--- config.mk ---
export PLATFORM = sky130hd
export DESIGN_NAME = dtt_target
export DESIGN_NICKNAME = d
export VERILOG_FILES = /design/src/include/dtt_pkg.sv /design/src/rtl/dtt_discard_timer.sv /design/src/rtl/dtt_target.sv
export VERILOG_INCLUDE_DIRS = /design/src /design/src/include
export SDC_FILE = /design/constraint.sdc
export NUM_CORES = 1
export LEC_CHECK = 0
export ABC_AREA = 1
export BUFFER_PORTS_ARGS = -buffer_cell sky130_fd_sc_hd__buf_2
export CELL_PAD_IN_SITES_DETAIL_PLACEMENT = 2
export CELL_PAD_IN_SITES_GLOBAL_PLACEMENT = 2
export CORE_ASPECT_RATIO = 0.9
export CORE_MARGIN = 2
export CORE_UTILIZATION = 29
export DETAILED_ROUTE_END_ITERATION = 12
export PLACE_DENSITY_LB_ADDON = 0.08
export SLEW_MARGIN = 20
export SYNTH_ARGS = -nofsm -noshare
export SYNTH_HDL_FRONTEND = slang
export SYNTH_SLANG_ARGS = --single-unit
export TNS_END_PERCENT = 1
--- constraint.sdc ---
create_clock -name ref_clk -period 4.4 [get_ports ref_clk]
set_clock_uncertainty 0.05 [all_clocks]
set_input_delay 0.88 -clock ref_clk [delete_from_list [all_inputs] [get_ports ref_clk]]
set_output_delay 0.88 -clock ref_clk [all_outputs]
set_load 0.05 [all_outputs]
--- src/include/dtt_consts.svh ---
/*
  Constants for the delayed transaction target: command codes, field widths,
  completion status codes and the discard timer length.
  Assumes inclusion by the package and the design files through its bare name.
*/
// Function
// IACK, I/O read/write, config read/write and memory reads may be delayed.
// Memory write and write-and-invalidate are posted or retried, never delayed.
// A new delayable access is decoded, captured and answered with Retry.
// A retried master keeps reissuing the request until it completes.
// The captured request runs on the destination side on the block's initiative.
// Completion keeps request fields, status and read data until collected.
// A matching repeat gets exactly the recorded status and data, then retires.
// Capture address, command, byte enables, wide flag; parity only when enabled.
// Delayed write data is captured from every enabled byte lane.
// Write data is sampled only with IRDY; byte enables any time.
// Compare each access with stored entry; prefetchable reads may skip enables.
// A repeat of a queued, uncompleted request is retried, not queued again.
// The master repeats identically, all lanes, else it counts as new.
// Masters are not tracked; any identical request collects the completion.
// A request may be dropped until attempted, never after the first attempt.
// Every attempted request is repeated fairly until it completes.
// Early drop only for prefetchable reads or read-line/read-multiple completions.
// A discard timer drops any completion uncollected after 2^15 clocks.
// Error report on expiry for non-prefetchable reads only.
// Memory writes stay accepted while a delayed request is outstanding.
// Memory write acceptance never waits for collection of a completion.
// A single-source master drops its request two clocks before a retry.
// The single entry retries any non-matching delayable request while occupied.
// The discard timer runs from storing a completion until its retirement.
`ifndef DTT_CONSTS_SVH
`define DTT_CONSTS_SVH

// ----------------------------------------------------------------------------
// Widths and command codes
// ----------------------------------------------------------------------------
`define DTT_AW            32
`define DTT_DW            32
`define DTT_NBE           4
`define DTT_CMD_IACK      4'h0
`define DTT_CMD_IO_RD     4'h2
`define DTT_CMD_IO_WR     4'h3
`define DTT_CMD_MEM_RD    4'h6
`define DTT_CMD_MEM_WR    4'h7
`define DTT_CMD_CFG_RD    4'hA
`define DTT_CMD_CFG_WR    4'hB
`define DTT_CMD_MEM_RDM   4'hC
`define DTT_CMD_MEM_RDL   4'hE
`define DTT_CMD_MEM_WRI   4'hF

// ----------------------------------------------------------------------------
// Completion status codes and discard timer
// ----------------------------------------------------------------------------
`define DTT_ST_NORMAL     3'h0
`define DTT_ST_MABORT     3'h1
`define DTT_ST_TABORT     3'h2
`define DTT_ST_PARERR     3'h3
`define DTT_ST_DISC       3'h4
`define DTT_DISCARD_CLKS  32768
`define DTT_TMR_W         16

`endif

--- src/include/dtt_pkg.sv ---
/*
  Types of the delayed transaction target: entry states, answer codes and the
  packed state of the main module.
  Assumes dtt_consts.svh on the include path.
*/
`default_nettype none
`include "dtt_consts.svh"

package dtt_pkg;

  typedef enum logic [1:0] {ST_IDLE, ST_QUEUED, ST_ATTEMPT, ST_DONE} dtt_state_e;

  // Answer to the access on the originating side
  typedef enum logic [1:0] {RSP_NONE, RSP_RETRY, RSP_COMPLETE, RSP_POSTED} dtt_rsp_e;

  typedef struct packed {
    dtt_state_e                state;
    logic [3:0]                cmd;
    logic [`DTT_AW-1:0]        addr;
    logic [`DTT_NBE-1:0]       be;
    logic                      req64;
    logic                      par;
    logic                      pref;
    logic [`DTT_DW-1:0]        wdata;
    logic [2:0]                status;
    logic [`DTT_DW-1:0]        rdata;
    logic                      disc_err;
  } dtt_regs_s;

endpackage : dtt_pkg

`default_nettype wire

--- src/rtl/dtt_discard_timer.sv ---
/*
  Discard timer for the single stored completion.
  Assumes run is high exactly while a completion is held; dropping run clears it.
*/
`default_nettype none
`include "dtt_consts.svh"

module dtt_discard_timer
  import dtt_pkg::*;
#(
  parameter int unsigned LIMIT = `DTT_DISCARD_CLKS
) (
  input  wire logic ref_clk,
  input  wire logic srst,
  input  wire logic run,
  output logic      expired
);

  typedef struct packed {
    logic [`DTT_TMR_W-1:0] cnt;
  } dtt_tmr_s;

  dtt_tmr_s tmr;
  dtt_tmr_s next_tmr;

  // ----------------------------------------------------------------------------
  // Counter
  // ----------------------------------------------------------------------------
  // Counts only while a completion is held, restarts from zero otherwise
  always_comb begin
    next_tmr = tmr;
    next_tmr.cnt = run ? tmr.cnt + `DTT_TMR_W'(1) : '0;
  end

  // Pulse on the last allowed clock so the owner drops the entry on time
  assign expired = run && (tmr.cnt == `DTT_TMR_W'(LIMIT - 1));

  always_ff @(posedge ref_clk) begin
    if (srst) begin
      tmr <= '0;
    end else begin
      tmr <= next_tmr;
    end
  end

endmodule : dtt_discard_timer

`default_nettype wire

--- src/rtl/dtt_target.sv ---
/*
  Delayed transaction target with a single request/completion entry.
  Assumes the originating master holds an access steady until answered and that
  the posted write sink and the destination side run on ref_clk.
*/
`default_nettype none
`include "dtt_consts.svh"

module dtt_target
  import dtt_pkg::*;
#(
  parameter int unsigned DISCARD_CLKS = `DTT_DISCARD_CLKS
) (
  input  wire logic                ref_clk,
  input  wire logic                srst,
  input  wire logic                par_resp_en,
  input  wire logic                acc_valid,
  input  wire logic                acc_irdy,
  input  wire logic [3:0]          acc_cmd,
  input  wire logic [`DTT_AW-1:0]  acc_addr,
  input  wire logic [`DTT_NBE-1:0] acc_be,
  input  wire logic                acc_req64,
  input  wire logic                acc_par,
  input  wire logic                acc_pref,
  input  wire logic [`DTT_DW-1:0]  acc_wdata,
  output dtt_rsp_e                 rsp,
  output logic [2:0]               rsp_status,
  output logic [`DTT_DW-1:0]       rsp_rdata,
  output logic                     pw_valid,
  input  wire logic                pw_ready,
  input  wire logic                dst_ready,
  output logic                     dst_req,
  output logic [3:0]               dst_cmd,
  output logic [`DTT_AW-1:0]       dst_addr,
  output logic [`DTT_NBE-1:0]      dst_be,
  output logic                     dst_req64,
  output logic [`DTT_DW-1:0]       dst_wdata,
  input  wire logic                dst_done,
  input  wire logic [2:0]          dst_status,
  input  wire logic [`DTT_DW-1:0]  dst_rdata,
  output logic                     disc_err
);

  // ----------------------------------------------------------------------------
  // Command decoding
  // ----------------------------------------------------------------------------
  function automatic logic is_delayable(input logic [3:0] c);
    return c inside {`DTT_CMD_IACK, `DTT_CMD_IO_RD, `DTT_CMD_IO_WR, `DTT_CMD_CFG_RD,
                     `DTT_CMD_CFG_WR, `DTT_CMD_MEM_RD, `DTT_CMD_MEM_RDL,
                     `DTT_CMD_MEM_RDM};
  endfunction : is_delayable

  function automatic logic is_mem_write(input logic [3:0] c);
    return c inside {`DTT_CMD_MEM_WR, `DTT_CMD_MEM_WRI};
  endfunction : is_mem_write

  function automatic logic is_dly_write(input logic [3:0] c);
    return c inside {`DTT_CMD_IO_WR, `DTT_CMD_CFG_WR};
  endfunction : is_dly_write

  function automatic logic is_line_read(input logic [3:0] c);
    return c inside {`DTT_CMD_MEM_RDL, `DTT_CMD_MEM_RDM};
  endfunction : is_line_read

  dtt_regs_s st;
  dtt_regs_s next_st;
  logic [`DTT_DW-1:0] lane_mask;
  logic               data_ok;
  logic               hit;
  logic               droppable;
  logic               served;
  logic               expired;

  // ----------------------------------------------------------------------------
  // Byte lane mask
  // ----------------------------------------------------------------------------
  // Only enabled lanes are kept and compared; disabled lanes read as zero
  for (genvar g = 0; g < `DTT_NBE; g++) begin : g_lane
    assign lane_mask[8*g +: 8] = {8{acc_be[g]}};
  end

  // Write data is only good with IRDY; reads need no data phase handshake
  assign data_ok = !is_dly_write(acc_cmd) && !is_mem_write(acc_cmd) || acc_irdy;

  // Compare with the stored entry, any master may hit it
  always_comb begin
    hit = (st.state != ST_IDLE) && (acc_cmd == st.cmd) && (acc_addr == st.addr)
          && (acc_req64 == st.req64)
          && ((acc_wdata & lane_mask) == st.wdata || !is_dly_write(acc_cmd))
          && ((acc_be == st.be) || (acc_pref && !is_dly_write(acc_cmd) && st.pref));
  end

  // A prefetchable read completion may be thrown away for a new request
  assign droppable = (st.state == ST_DONE) && (st.pref || is_line_read(st.cmd));
  assign served    = acc_valid && data_ok && hit && (st.state == ST_DONE);

  // ----------------------------------------------------------------------------
  // Entry control and access answer
  // ----------------------------------------------------------------------------
  always_comb begin
    next_st          = st;
    next_st.disc_err = 1'b0;
    rsp              = RSP_NONE;
    pw_valid         = 1'b0;
    unique case (st.state)
      ST_IDLE: begin
      end
      // Not yet attempted, so still free to wait for the destination
      ST_QUEUED: begin
        if (dst_ready) begin
          next_st.state = ST_ATTEMPT;
        end
      end
      // Once attempted the entry stays until the destination finishes
      ST_ATTEMPT: begin
        if (dst_done) begin
          next_st.state  = ST_DONE;
          next_st.status = dst_status;
          next_st.rdata  = is_dly_write(st.cmd) ? '0 : dst_rdata;
        end
      end
      ST_DONE: begin
        if (expired && !served) begin
          next_st.state    = ST_IDLE;
          next_st.disc_err = !is_dly_write(st.cmd) && !st.pref && !is_line_read(st.cmd);
        end
      end
    endcase
    if (acc_valid && data_ok) begin
      if (is_mem_write(acc_cmd)) begin
        // Posted path ignores the entry entirely, avoiding the write deadlock
        pw_valid = 1'b1;
        rsp      = pw_ready ? RSP_POSTED : RSP_RETRY;
      end else if (is_delayable(acc_cmd)) begin
        if (served) begin
          rsp           = RSP_COMPLETE;
          next_st.state = ST_IDLE;
        end else if (st.state == ST_IDLE || (droppable && !hit)) begin
          rsp           = RSP_RETRY;
          next_st.state = ST_QUEUED;
          next_st.cmd   = acc_cmd;
          next_st.addr  = acc_addr;
          next_st.be    = acc_be;
          next_st.req64 = acc_req64;
          next_st.par   = par_resp_en ? acc_par : 1'b0;
          next_st.pref  = acc_pref && !is_dly_write(acc_cmd);
          next_st.wdata = is_dly_write(acc_cmd) ? (acc_wdata & lane_mask) : '0;
        end else begin
          rsp = RSP_RETRY;
        end
      end
    end
  end

  always_ff @(posedge ref_clk) begin
    if (srst) begin
      st <= '0;
    end else begin
      st <= next_st;
    end
  end

  // ----------------------------------------------------------------------------
  // Outputs and discard timer
  // ----------------------------------------------------------------------------
  assign rsp_status = st.status;
  assign rsp_rdata  = st.rdata;
  assign dst_req    = (st.state == ST_ATTEMPT);
  assign dst_cmd    = st.cmd;
  assign dst_addr   = st.addr;
  assign dst_be     = st.be;
  assign dst_req64  = st.req64;
  assign dst_wdata  = st.wdata;
  assign disc_err   = st.disc_err;

  dtt_discard_timer #(
    .LIMIT (DISCARD_CLKS)
  ) u_timer (
    .ref_clk (ref_clk),
    .srst    (srst),
    .run     (st.state == ST_DONE),
    .expired (expired)
  );

  // ----------------------------------------------------------------------------
  // Assertions
  // ----------------------------------------------------------------------------
  // Age of the held completion, read only by the checks
  logic [`DTT_TMR_W:0] done_age;
  always_ff @(posedge ref_clk) begin
    if (srst || st.state != ST_DONE) begin
      done_age <= '0;
    end else begin
      done_age <= done_age + (`DTT_TMR_W+1)'(1);
    end
  end

  property p_mw_posted;
    @(posedge ref_clk) disable iff (srst)
    (acc_valid && acc_irdy && is_mem_write(acc_cmd))
      |-> pw_valid && (rsp == (pw_ready ? RSP_POSTED : RSP_RETRY))
          ##1 $stable(st.cmd) && $stable(st.addr);
  endproperty
  a_mw_posted: assert property (p_mw_posted) else $error("memory write mishandled");

  property p_capture;
    @(posedge ref_clk) disable iff (srst)
    (acc_valid && !is_mem_write(acc_cmd) && is_delayable(acc_cmd) && data_ok
     && st.state == ST_IDLE)
      |-> rsp == RSP_RETRY ##1 st.state == ST_QUEUED && st.addr == $past(acc_addr)
          && st.cmd == $past(acc_cmd);
  endproperty
  a_capture: assert property (p_capture) else $error("new request not captured");

  property p_parity;
    @(posedge ref_clk) disable iff (srst)
    ($past(st.state) != ST_QUEUED && st.state == ST_QUEUED)
      |-> st.par == ($past(par_resp_en) && $past(acc_par));
  endproperty
  a_parity: assert property (p_parity) else $error("parity capture wrong");

  property p_no_requeue;
    @(posedge ref_clk) disable iff (srst)
    (acc_valid && data_ok && hit && st.state inside {ST_QUEUED, ST_ATTEMPT})
      |-> rsp == RSP_RETRY ##1 $stable(st.addr) && $stable(st.cmd);
  endproperty
  a_no_requeue: assert property (p_no_requeue) else $error("queued request requeued");

  property p_deliver;
    @(posedge ref_clk) disable iff (srst)
    served |-> rsp == RSP_COMPLETE && rsp_status == st.status ##1 st.state == ST_IDLE;
  endproperty
  a_deliver: assert property (p_deliver) else $error("completion not delivered");

  property p_no_drop_attempted;
    @(posedge ref_clk) disable iff (srst)
    (st.state == ST_ATTEMPT && !dst_done) |=> st.state == ST_ATTEMPT && dst_req;
  endproperty
  a_no_drop_attempted: assert property (p_no_drop_attempted) else $error("attempt dropped");

  property p_complete_store;
    @(posedge ref_clk) disable iff (srst)
    (st.state == ST_ATTEMPT && dst_done)
      |=> st.state == ST_DONE && st.status == $past(dst_status);
  endproperty
  a_complete_store: assert property (p_complete_store) else $error("status not stored");

  // The age reaches the limit on the drop edge, so it only counts while held
  property p_discard;
    @(posedge ref_clk) disable iff (srst)
    (st.state == ST_DONE) |-> done_age < (`DTT_TMR_W+1)'(DISCARD_CLKS);
  endproperty
  a_discard: assert property (p_discard) else $error("completion held too long");

  property p_busy_retry;
    @(posedge ref_clk) disable iff (srst)
    (acc_valid && data_ok && is_delayable(acc_cmd) && !hit && st.state != ST_IDLE
     && !droppable) |-> rsp == RSP_RETRY ##1 $stable(st.cmd);
  endproperty
  a_busy_retry: assert property (p_busy_retry) else $error("busy entry not retried");

  // Only reads that cannot be fetched again are worth an error when dropped
  property p_disc_report;
    @(posedge ref_clk) disable iff (srst)
    (st.state == ST_DONE && expired && !served)
      |=> disc_err == (!$past(st.pref) && $past(st.cmd) inside
                       {`DTT_CMD_IACK, `DTT_CMD_IO_RD, `DTT_CMD_CFG_RD, `DTT_CMD_MEM_RD});
  endproperty
  a_disc_report: assert property (p_disc_report) else $error("discard report wrong");

  // A busy entry must never hold off a memory write the sink can take
  property p_mw_accept;
    @(posedge ref_clk) disable iff (srst)
    (acc_valid && acc_irdy && is_mem_write(acc_cmd) && pw_ready && st.state != ST_IDLE)
      |-> rsp == RSP_POSTED;
  endproperty
  a_mw_accept: assert property (p_mw_accept) else $error("memory write blocked");

  // Stored write data keeps enabled lanes and zeroes the rest
  property p_lane_capture;
    @(posedge ref_clk) disable iff (srst)
    ($past(st.state) != ST_QUEUED && st.state == ST_QUEUED && is_dly_write(st.cmd))
      |-> st.wdata == ($past(acc_wdata) & $past(lane_mask));
  endproperty
  a_lane_capture: assert property (p_lane_capture) else $error("write lanes lost");

  // Only a completion that can be fetched again may give way to a new request
  property p_replace;
    @(posedge ref_clk) disable iff (srst)
    ($past(st.state) == ST_DONE && st.state == ST_QUEUED)
      |-> $past(st.pref) || is_line_read($past(st.cmd));
  endproperty
  a_replace: assert property (p_replace) else $error("completion dropped early");

  c_posted:  cover property (@(posedge ref_clk) disable iff (srst) rsp == RSP_POSTED);
  c_served:  cover property (@(posedge ref_clk) disable iff (srst) served);
  c_expiry:  cover property (@(posedge ref_clk) disable iff (srst) st.disc_err);
  c_replace: cover property (@(posedge ref_clk) disable iff (srst)
                             droppable && acc_valid && !hit && is_delayable(acc_cmd));
  c_dly_write: cover property (@(posedge ref_clk) disable iff (srst)
                               served && is_dly_write(acc_cmd));

endmodule : dtt_target

`default_nettype wire

==> results.json, run 1 <==
{
  "layout_worst_path_cycle_share_pct": 85.5,
  "layout_common_cells": "sky130_fd_sc_hd__nand2_1, sky130_fd_sc_hd__buf_2, sky130_fd_sc_hd__nor2_1, sky130_fd_sc_hd__nand3_1, sky130_fd_sc_hd__dfxtp_1",
  "drt_antenna_net_count": 0,
  "setup_viols_final": 0,
  "sequential_cell_area_sq_um": 2560,
  "grt_max_degree": 76,
  "p_leak_uw": 0.00436,
  "endpoint_kind": "output pin",
  "final-max-slew-violation-count": 0,
  "cts_setup_buffers": 0,
  "finish.net_count": 1448,
  "worst-endpoint-required_ns": 3.47,
  "cp-start-kind": "input pin",
  "multi_input_area_sq_um": 3670,
  "core_area_sq_um": 26200,
  "top_level_ports": 231,
  "hold_buffers": 0,
  "route.detailed.drc": 0,
  "power-per-cell-area_nw_per_um2": 389,
  "timing.fmax_ghz": 0.266,
  "vias_per_cell": 4.69,
  "placedInstanceArea_sq_um": 8320,
  "rsz_0062_raised_after_global_routing": "false",
  "numCtsBuffers": 17,
  "number_of_enable_flip_flop_cells_after_synthesis": 0,
  "fillers": 3301,
  "synthDominantCellAreaShare_pct": 32.9,
  "crit_arrival_ns": 2.83,
  "slowest_stage": "sky130_fd_sc_hd__buf_2",
  "clk_latency_ns": 0.42,
  "cpMostUsedCell": "sky130_fd_sc_hd__nand2_1",
  "dr.first_iter.drc_count": 267,
  "die_x_microns": 177,
  "power_uw": 3470,
  "synth.net_count": 1354,
  "finalHoldViolCount": 0,
  "cts_max_path_bufs": 2,
  "critPathLaunch": "acc_be[3]",
  "setup-tns-final_ns": 0,
  "track_usage_pct": 20.2,
  "syn_inst": 1235,
  "worstReg2RegStart": "st[111]",
  "ys_warn_count": 0,
  "via_count_of_the_first_global_routing_pass": 8452,
  "worst_hold_margin_ns": 0.394,
  "grt_pass1_wl_microns": 45500,
  "design.die.area_sq_um": 28200,
  "cts-resized-gates": 0,
  "place.gp.congestion": 0.751,
  "antenna_cells_inserted": 0,
  "placement_rows": 56,
  "routed_wl_microns": 28100,
  "stdcell_count": 1690,
  "overflow": 0,
  "clock_sink_count": 128,
  "dominantRegCellSynth": "sky130_fd_sc_hd__dfxtp_1",
  "worstPathMaxFanout": 18,
  "cts_root_buf": "sky130_fd_sc_hd__clkbuf_16",
  "avg_cell_area_syn_sq_um": 6.31,
  "layout_commonest_cell": "sky130_fd_sc_hd__nand2_1",
  "synth_cell_area_sq_um": 7790,
  "layout-drive-gt1-share_pct": 20.8,
  "via_count": 7926,
  "critical_path.top_delay_family": "simple AND/OR/NAND/NOR gates",
  "async_flop_share_pct": 0,
  "cts.clk_slew.worst_paths_ns": 0.06,
  "ctsHtreeMaxLevel": 4,
  "layout-area-overhead-vs-synth_pct": 14.6,
  "synth_area_leaders": "sky130_fd_sc_hd__dfxtp_1, sky130_fd_sc_hd__nand2_1, sky130_fd_sc_hd__nand3_1",
  "clock_tree_from_tritoncts": "yes",
  "worstPathBufferInverterCount": 2,
  "relSlewSlack_pct": 31.8,
  "dpl.hpwl_microns": 20400,
  "timing_worst_slew_pin_value_ns": 1.02,
  "synth.ff_latch_count": 128,
  "stdcell_area_sq_um": 8930,
  "cp_slowest_stage_delay_ns": 0.29,
  "antenna_found_initial": 1,
  "die_h_microns": 160,
  "max-cap-violations": 0,
  "ys_seq_area_share_pct": 32.9,
  "yosysTopAreaCell": "sky130_fd_sc_hd__dfxtp_1",
  "numPlacedInstances": 1658,
  "post-route-min-period_ns": 3.76,
  "worst_min_delay_path_category": "reg -> reg",
  "routedWlPerCell_microns": 16.7,
  "drt_pass1_iterations": 5,
  "ir_drop_v": 0.000192,
  "initial_core_util_pct": 29.7,
  "yosysUniqueCellTypes": 32,
  "min_from": "u_timer.tmr[0]",
  "io_buffers": 228,
  "status": "finished, final reports clean",
  "path_cells": "buf_2 > nand3_1 > nand2_1 > nand3_1 > nor2_1 > nand2_1 > nor2_1 > nand2_1 > nand2_1 > nand3_1 > o21ai_0 > buf_2",
  "timing_worst_setup_path_type": "in -> out"
}
layer usage:
metal  routed length (microns)  share of wire [%]  up-vias  global-route usage [%]
li1                          -                  -     3953                       -
met1                     13400                 48     3777                    26.4
met2                     12800                 46      178                    33.5
met3                      1730                6.1       16                    5.28
met4                       171               0.61        2                    3.94
met5                        11              0.039        -                       0
worst paths after layout:
path	cells past startpoint	end	slack, ns
worst max register to register	15	dst_be[3]	1.74
worst min-delay path	1	u_timer.tmr[0]	0.39
worst min register to register	1	u_timer.tmr[0]	0.39
worst max-delay path	12	rsp[1]	0.64
where the power goes:
group | switching, uW | internal [uW] | total [uW]
Sequential | 46.2 | 1210 | 1260
Combinational | 522 | 185 | 707
Clock | 635 | 872 | 1510
cells by family after synthesis:
kind of cell / after synthesis / synth area share (%)
AOI/OAI and AO/OA: 72 / 4.77
xor gates and xnor gates: 14 / 1.57
adders and majority gates: 1 / 0.161
buffers and inverters: 277 / 20.1
DFF: 128 / 32.9
and+or+nand+nor: 743 / 40.5
through the flow:
step | setup WS (ns) | utilization [%]
detailed placement | 0.638 | 31.8
finish | 0.638 | 34.1
floorplan | 0.544 | -
CTS | 0.573 | 34.1
global placement | 0.653 | 31.8
global route | 0.381 | 34.1
Yosys cell counts, types with 4 or more instances:
master                       n
sky130_fd_sc_hd__a21oi_1    50
sky130_fd_sc_hd__buf_1       4
sky130_fd_sc_hd__buf_2      13
sky130_fd_sc_hd__buf_4     110
sky130_fd_sc_hd__buf_6      13
sky130_fd_sc_hd__clkbuf_1   22
sky130_fd_sc_hd__dfxtp_1   128
sky130_fd_sc_hd__inv_1     113
sky130_fd_sc_hd__nand2_1   340
sky130_fd_sc_hd__nand3_1   166
sky130_fd_sc_hd__nand3b_1   20
sky130_fd_sc_hd__nand4_1    14
sky130_fd_sc_hd__nor2_1    181
sky130_fd_sc_hd__nor3_1      9
sky130_fd_sc_hd__nor4_1      4
sky130_fd_sc_hd__o21ai_0    18
sky130_fd_sc_hd__xnor2_1     8
sky130_fd_sc_hd__xor2_1      6
layout make-up:
cell class | count | share of cell area, %
clock inverters | 14 | 1.88
flip-flops and latches | 128 | 28.7
clock buffers | 18 | 4.92
repair buffers | 237 | 13.7
multi-input cells | 830 | 41.1
well taps | 348 | 4.88
inverters | 115 | 4.83
worst register-to-register path, stage by stage, from the launching register on:
cell                       delay (ns)
sky130_fd_sc_hd__dfxtp_1         0.38
sky130_fd_sc_hd__inv_1           0.05
sky130_fd_sc_hd__nand2_1         0.25
sky130_fd_sc_hd__nand2_1         0.09
sky130_fd_sc_hd__nor2_1          0.09
sky130_fd_sc_hd__nand3_1         0.09
sky130_fd_sc_hd__nor2_1          0.17
sky130_fd_sc_hd__nand3_1         0.12
sky130_fd_sc_hd__nor2_2          0.21
sky130_fd_sc_hd__nand2_1         0.08
sky130_fd_sc_hd__nand2_1         0.07
sky130_fd_sc_hd__nand2_2         0.07
sky130_fd_sc_hd__buf_4           0.39
sky130_fd_sc_hd__nand3b_1        0.28
sky130_fd_sc_hd__nand2_1         0.08
sky130_fd_sc_hd__nor2_1          0.12
sequential cells by signal, summed over array words and instances, names as in the netlist:
signal	count
dst_cmd	4
u_timer.tmr	16
disc_err	1
dst_req64	1
dst_addr	32
dst_wdata	32
dst_be	4
st	3
rsp_status	3
rsp_rdata	32
Note: power is estimated with default switching activity, not from simulation.
==> inputs of run 2 (changes only) <==
==> constraint.sdc (replaced) <==
create_clock -name ref_clk -period 4.4 [get_ports ref_clk]
set_clock_uncertainty 0.05 [all_clocks]
set_input_delay 0.22 -clock ref_clk [delete_from_list [all_inputs] [get_ports ref_clk]]
set_output_delay 0.22 -clock ref_clk [all_outputs]
set_load 0.05 [all_outputs]
==> run 2 against run 1 <==
Effect of this change:
- first-iteration DRC count fell by 18%
- via count rose by 2.0%
- largest power group unchanged
- clock-buffer cell count did not move
==> results.json, run 2 (synthesis results as in run 1) <==
{
  "cts_root_buf": "sky130_fd_sc_hd__clkbuf_16",
  "p_leak_uw": 0.00447,
  "via_count": 8084,
  "timing_worst_slew_pin_value_ns": 1.00,
  "rsz_0062_raised_after_global_routing": "false",
  "via_count_of_the_first_global_routing_pass": 8649,
  "route.detailed.drc": 0,
  "cts_setup_buffers": 0,
  "final-max-slew-violation-count": 0,
  "placement_rows": 56,
  "antenna_cells_inserted": 0,
  "worstPathMaxFanout": 4,
  "layout_worst_path_cycle_share_pct": 64.3,
  "worst-endpoint-required_ns": 4.13,
  "drt_pass1_iterations": 4,
  "post-route-min-period_ns": 2.83,
  "dr.first_iter.drc_count": 218,
  "setup_viols_final": 0,
  "layout_commonest_cell": "sky130_fd_sc_hd__nand2_1",
  "design.die.area_sq_um": 28200,
  "finalHoldViolCount": 0,
  "numCtsBuffers": 17,
  "max-cap-violations": 0,
  "core_area_sq_um": 26200,
  "ctsHtreeMaxLevel": 4,
  "power_uw": 3460,
  "timing_worst_setup_path_type": "reg -> out",
  "routedWlPerCell_microns": 16.7,
  "drt_antenna_net_count": 0,
  "clock_sink_count": 128,
  "layout-area-overhead-vs-synth_pct": 18.1,
  "dpl.hpwl_microns": 20500,
  "setup-tns-final_ns": 0,
  "io_buffers": 228,
  "power-per-cell-area_nw_per_um2": 376,
  "finish.utilization_pct": 35.1,
  "cts-resized-gates": 0,
  "cp-start-kind": "flip-flop",
  "vias_per_cell": 4.70,
  "layout_common_cells": "sky130_fd_sc_hd__nand2_1, sky130_fd_sc_hd__buf_2, sky130_fd_sc_hd__nor2_1, sky130_fd_sc_hd__nand3_1, sky130_fd_sc_hd__dfxtp_1",
  "track_usage_pct": 20.4,
  "relSlewSlack_pct": 32.7,
  "place.gp.congestion": 0.747,
  "numPlacedInstances": 1655,
  "endpoint_kind": "output pin",
  "cts_max_path_bufs": 2,
  "clock_tree_from_tritoncts": "yes",
  "layout-drive-gt1-share_pct": 20.1,
  "grt_pass1_wl_microns": 45800,
  "overflow": 0,
  "grt_max_degree": 75,
  "top_level_ports": 231,
  "ir_drop_v": 0.000220,
  "r2r_setup_slack_ns": 1.72,
  "initial_core_util_pct": 29.7,
  "worst_hold_margin_ns": 0.0410,
  "antenna_found_initial": 2,
  "stdcell_count": 1719,
  "status": "finished, final reports clean",
  "die_h_microns": 160,
  "fillers": 3301,
  "routed_wl_microns": 28600,
  "finish.net_count": 1477,
  "clk_latency_ns": 0.43,
  "crit_arrival_ns": 2.56,
  "cts.clk_slew.worst_paths_ns": 0.07,
  "worst_min_delay_path_category": "in -> reg",
  "die_x_microns": 177,
  "timing.fmax_ghz": 0.353
}
## run 2: cell count changes in the layout (fill, tap and decap cells not counted), sizes merged
cell and change:
buf -3, clkinv +1, dlygate4sd3 +32, inv -1
## run 2: routing by layer
| metal | track usage [%] | vias up | share of wire, % |
|---|---|---|---|
| li1 | - | 4015 | - |
| met1 | 26.0 | 3879 | 47 |
| met2 | 34.6 | 174 | 47 |
| met3 | 5.54 | 12 | 5.9 |
| met4 | 3.94 | 4 | 0.71 |
| met5 | 0 | - | 0.10 |
## run 2: metrics by stage
step	setup WS [ns]	instance area (sq um)
floorplan	1.61	7790
CTS	1.51	9200
finish	1.57	9200
global placement	1.53	8290
detailed placement	1.47	8290
global route	1.23	9200
## run 2: layout make-up
class,count,area (sq um),share of cell area [%]
inverter,115,432,4.69
sequential,128,2560,27.8
clock buffer,18,429,4.66
multi-input combinational,830,3670,39.9
timing repair buffer,266,1510,16.4
clock inverter,14,168,1.82
tap,348,435,4.73
## run 2: report_power, final
part	switching [uW]	internal (uW)	leakage, uW
clock network	618	855	0.000287
logic	529	200	0.00314
registers	45.3	1210	0.00104
total	1190	2260	0.00447
## run 2: final timing paths
| kind | startpoint | to | depth (start not counted) |
|---|---|---|---|
| worst min-delay path | dst_status[0] | rsp_status[0] | 3 |
| worst max-delay path | st[111] | rsp[0] | 12 |
| worst max register to register | st[111] | dst_addr[21] | 15 |
| worst min register to register | u_timer.tmr[0] | u_timer.tmr[0] | 1 |
## run 2: repair_timing
item / CTS / global route
hold buffers: 32 / 0
hold endpoints to repair: 32 / 0
setup endpoints to repair: 0 / 0
## run 2: worst max-delay path: stages, from the launching register on
cell                      delay [ns]
sky130_fd_sc_hd__dfxtp_1        0.38
sky130_fd_sc_hd__inv_1          0.05
sky130_fd_sc_hd__nand2_1        0.26
sky130_fd_sc_hd__nand2_1        0.09
sky130_fd_sc_hd__nor2_1         0.10
sky130_fd_sc_hd__nand3_1        0.08
sky130_fd_sc_hd__nor2_1         0.15
sky130_fd_sc_hd__nand3_1        0.10
sky130_fd_sc_hd__nor2_2         0.24
sky130_fd_sc_hd__nand3_1        0.20
sky130_fd_sc_hd__nand2_1        0.09
sky130_fd_sc_hd__o21ai_0        0.10
sky130_fd_sc_hd__buf_2          0.27
==> inputs of run 3 (changes only) <==
- ABC_AREA: 1 -> 0
- clock period: 4.4 -> 2.73 ns (I/O delays scaled with it)
==> run 3 against run 2 <==
Effect of this change:
- worst setup slack worse by 1.8 ns
- design area grew 1.7%
- flip-flop and latch count stayed put
- clock power up 58%
- combinational power rose by 23%
- register-to-register slack got worse by 1.6 ns
- critical path type unchanged
- largest power group unchanged
- synthesized cell count fell by 35%
- the flow now finishes with violations (negative setup slack)
- first-iteration DRC count shrank 36%
- highest routed layer unchanged
- via count decreased by 20%
- area after synthesis down 11%
==> results.json, run 3 <==
{
  "status": "complete, but fails checks",
  "violations": "negative setup slack",
  "synth_area_leaders": "sky130_fd_sc_hd__dfxtp_1, sky130_fd_sc_hd__buf_4, sky130_fd_sc_hd__mux2i_1",
  "synth_cell_area_sq_um": 6900,
  "place.gp.congestion": 0.763,
  "clk_latency_ns": 0.43,
  "rsz_0062_raised_after_global_routing": "true",
  "drt_pass1_iterations": 4,
  "design.die.area_sq_um": 25000,
  "route.detailed.drc": 0,
  "overflow": 0,
  "r2r_cells": 9,
  "via_count": 6434,
  "layout_common_cells": "sky130_fd_sc_hd__buf_2, sky130_fd_sc_hd__dfxtp_1, sky130_fd_sc_hd__nor2_1, sky130_fd_sc_hd__dlygate4sd3_1, sky130_fd_sc_hd__xor2_1",
  "worst_min_delay_path_category": "in -> reg",
  "synth_top_cells_by_count": "sky130_fd_sc_hd__dfxtp_1, sky130_fd_sc_hd__buf_4, sky130_fd_sc_hd__nor2_1",
  "ys_seq_area_share_pct": 37.1,
  "top_level_ports": 231,
  "ctsHtreeMaxLevel": 4,
  "relSlewSlack_pct": 62.1,
  "setup-tns-final_ns": -0.375,
  "critPathLaunch": "dst_be[1]",
  "p_leak_uw": 0.00413,
  "worst_r2r_endpoint": "st[111]",
  "endpoint_kind": "output pin",
  "ir_drop_v": 0.000289,
  "max-cap-violations": 0,
  "ys_warn_count": 0,
  "cp-start-kind": "flip-flop",
  "fillers": 2652,
  "antenna_found_initial": 3,
  "crit_arrival_ns": 2.75,
  "dominantRegCellSynth": "sky130_fd_sc_hd__dfxtp_1",
  "layout-area-overhead-vs-synth_pct": 35.6,
  "clock_sink_count": 128,
  "timing.fmax_ghz": 0.340,
  "syn_inst": 799,
  "synth.ff_latch_count": 128,
  "numCtsBuffers": 17,
  "cts_max_path_bufs": 2,
  "slowest_stage": "sky130_fd_sc_hd__or4_4",
  "power-per-cell-area_nw_per_um2": 554,
  "io_buffers": 228,
  "clock_tree_from_tritoncts": "yes",
  "cts.clk_slew.worst_paths_ns": 0.06,
  "finalHoldViolCount": 0,
  "post-route-min-period_ns": 2.94,
  "path_cells": "xor2_1 > nor4_2 > buf_4 > a31oi_4 > or4_4 > nor3_4 > nand3_4 > nor3_4 > a21o_1 > buf_6",
  "initial_core_util_pct": 29.6,
  "routed_wl_microns": 24000,
  "drt_antenna_net_count": 0,
  "final-max-slew-violation-count": 0,
  "worst_hold_margin_ns": 0.0146,
  "dpl.hpwl_microns": 16900,
  "layout_worst_path_cycle_share_pct": 108,
  "via_count_of_the_first_global_routing_pass": 7158,
  "die_h_microns": 150,
  "yosysMostFrequentCell": "sky130_fd_sc_hd__dfxtp_1",
  "grt_max_degree": 64,
  "worst-endpoint-required_ns": 2.54,
  "sequential_cell_area_sq_um": 2570,
  "track_usage_pct": 19.1,
  "worstHoldEndpoint": "rsp_status[2]",
  "setup_viols_final": 2,
  "dr.first_iter.drc_count": 139,
  "routedWlPerCell_microns": 17.9,
  "synth.net_count": 918,
  "avg_cell_area_syn_sq_um": 8.64,
  "worstPathMaxFanout": 3,
  "async_flop_share_pct": 0,
  "cts_root_buf": "sky130_fd_sc_hd__clkbuf_16",
  "yosysTopAreaCell": "sky130_fd_sc_hd__dfxtp_1",
  "worst_hold_path.num_cells": 3,
  "vias_per_cell": 4.79,
  "layout_commonest_cell": "sky130_fd_sc_hd__buf_2",
  "placement_rows": 53,
  "cpMostUsedCell": "sky130_fd_sc_hd__nor3_4",
  "final.setup.worst_slack_ns": -0.211,
  "multi_input_area_sq_um": 3420,
  "synthDominantCellAreaShare_pct": 37.1,
  "placement.setup.worst_slack_ns": -0.118,
  "finish.utilization_pct": 40.1,
  "core_area_sq_um": 23300,
  "finish.net_count": 1145,
  "yosysUniqueCellTypes": 45,
  "die_x_microns": 167,
  "layout-drive-gt1-share_pct": 29.7,
  "worstReg2RegStart": "dst_be[1]",
  "timing_worst_slew_pin_value_ns": 0.569,
  "grt_pass1_wl_microns": 38100,
  "number_of_enable_flip_flop_cells_after_synthesis": 0,
  "cp_slowest_stage_delay_ns": 0.55,
  "timing_worst_setup_path_type": "reg -> out",
  "r2r_setup_slack_ns": 0.11,
  "min_from": "dst_done"
}
run 3: final cells by class:
cell class | count | share of cell area (%)
antenna | 1 | 0.0267
clock buffer | 19 | 4.63
clock inverter | 13 | 1.66
inverter | 4 | 0.160
multi-input combinational | 518 | 36.5
sequential | 128 | 27.4
tap | 302 | 4.04
timing repair buffer | 357 | 25.5
run 3: kinds of logic after synthesis:
logic type	synth area share [%]
xor+xnor	8.63
mux	7.11
flops	37.1
fa+ha+maj	0.181
buf+inv	14.8
simple gates	20.8
compound gates	11.3
run 3: how the worst max path moves through the flow:
stage / end / slack [ns] / cells past startpoint
3_3_place_gp: rsp[1] / -0.12 / 10
2_1_floorplan: dst_req64 / 0.11 / 10
5_1_grt: rsp[1] / -0.38 / 10
3_5_place_dp: rsp[1] / -0.12 / 10
4_1_cts: rsp[1] / -0.35 / 10
6_report: rsp[1] / -0.21 / 10
run 3: per-layer routing:
layer | track usage, % | vias to the layer above | wire length, microns
met5 | 0 | - | 13
li1 | - | 3120 | -
met4 | 5.78 | 2 | 315
met3 | 4.78 | 25 | 1090
met1 | 22.1 | 3142 | 10300
met2 | 34.9 | 145 | 12200
run 3: stage by stage:
| stage | std cells | total power (uW) | instance area, sq um |
|---|---|---|---|
| 2_1_floorplan | 799 | 2550 | 6900 |
| 3_5_place_dp | 1208 | 2780 | 7660 |
| 4_1_cts | 1341 | 5260 | 9330 |
| 5_1_grt | 1342 | 5410 | 9360 |
| 3_3_place_gp | 1208 | 2750 | 7660 |
| 6_report | 1342 | 5190 | 9360 |
run 3: worst max-delay path, delay by kind of cell, from the launching register on:
family                 cells  cell delay [ns]
AO/OA/AOI/OAI              2             0.17
XOR/XNOR                   1             0.17
buffers and inverters      2             0.33
flip-flops                 1             0.33
AND/OR/NAND/NOR            5             1.34
run 3: repair_timing:
action | in CTS | in global routing
setup endpoints to repair | 57 | 54
resized for setup | 18 | 5
buffers inserted | 3 | 0
endpoints found under the hold margin | 97 | 0
pin swaps | 6 | 4
hold buffers | 98 | 0
run 3: report_power, final:
part | total (uW) | switching [uW] | leakage [uW] | internal, uW
Sequential | 1970 | 47.1 | 0.00104 | 1920
Clock | 2320 | 956 | 0.000284 | 1370
Combinational | 898 | 534 | 0.00281 | 364
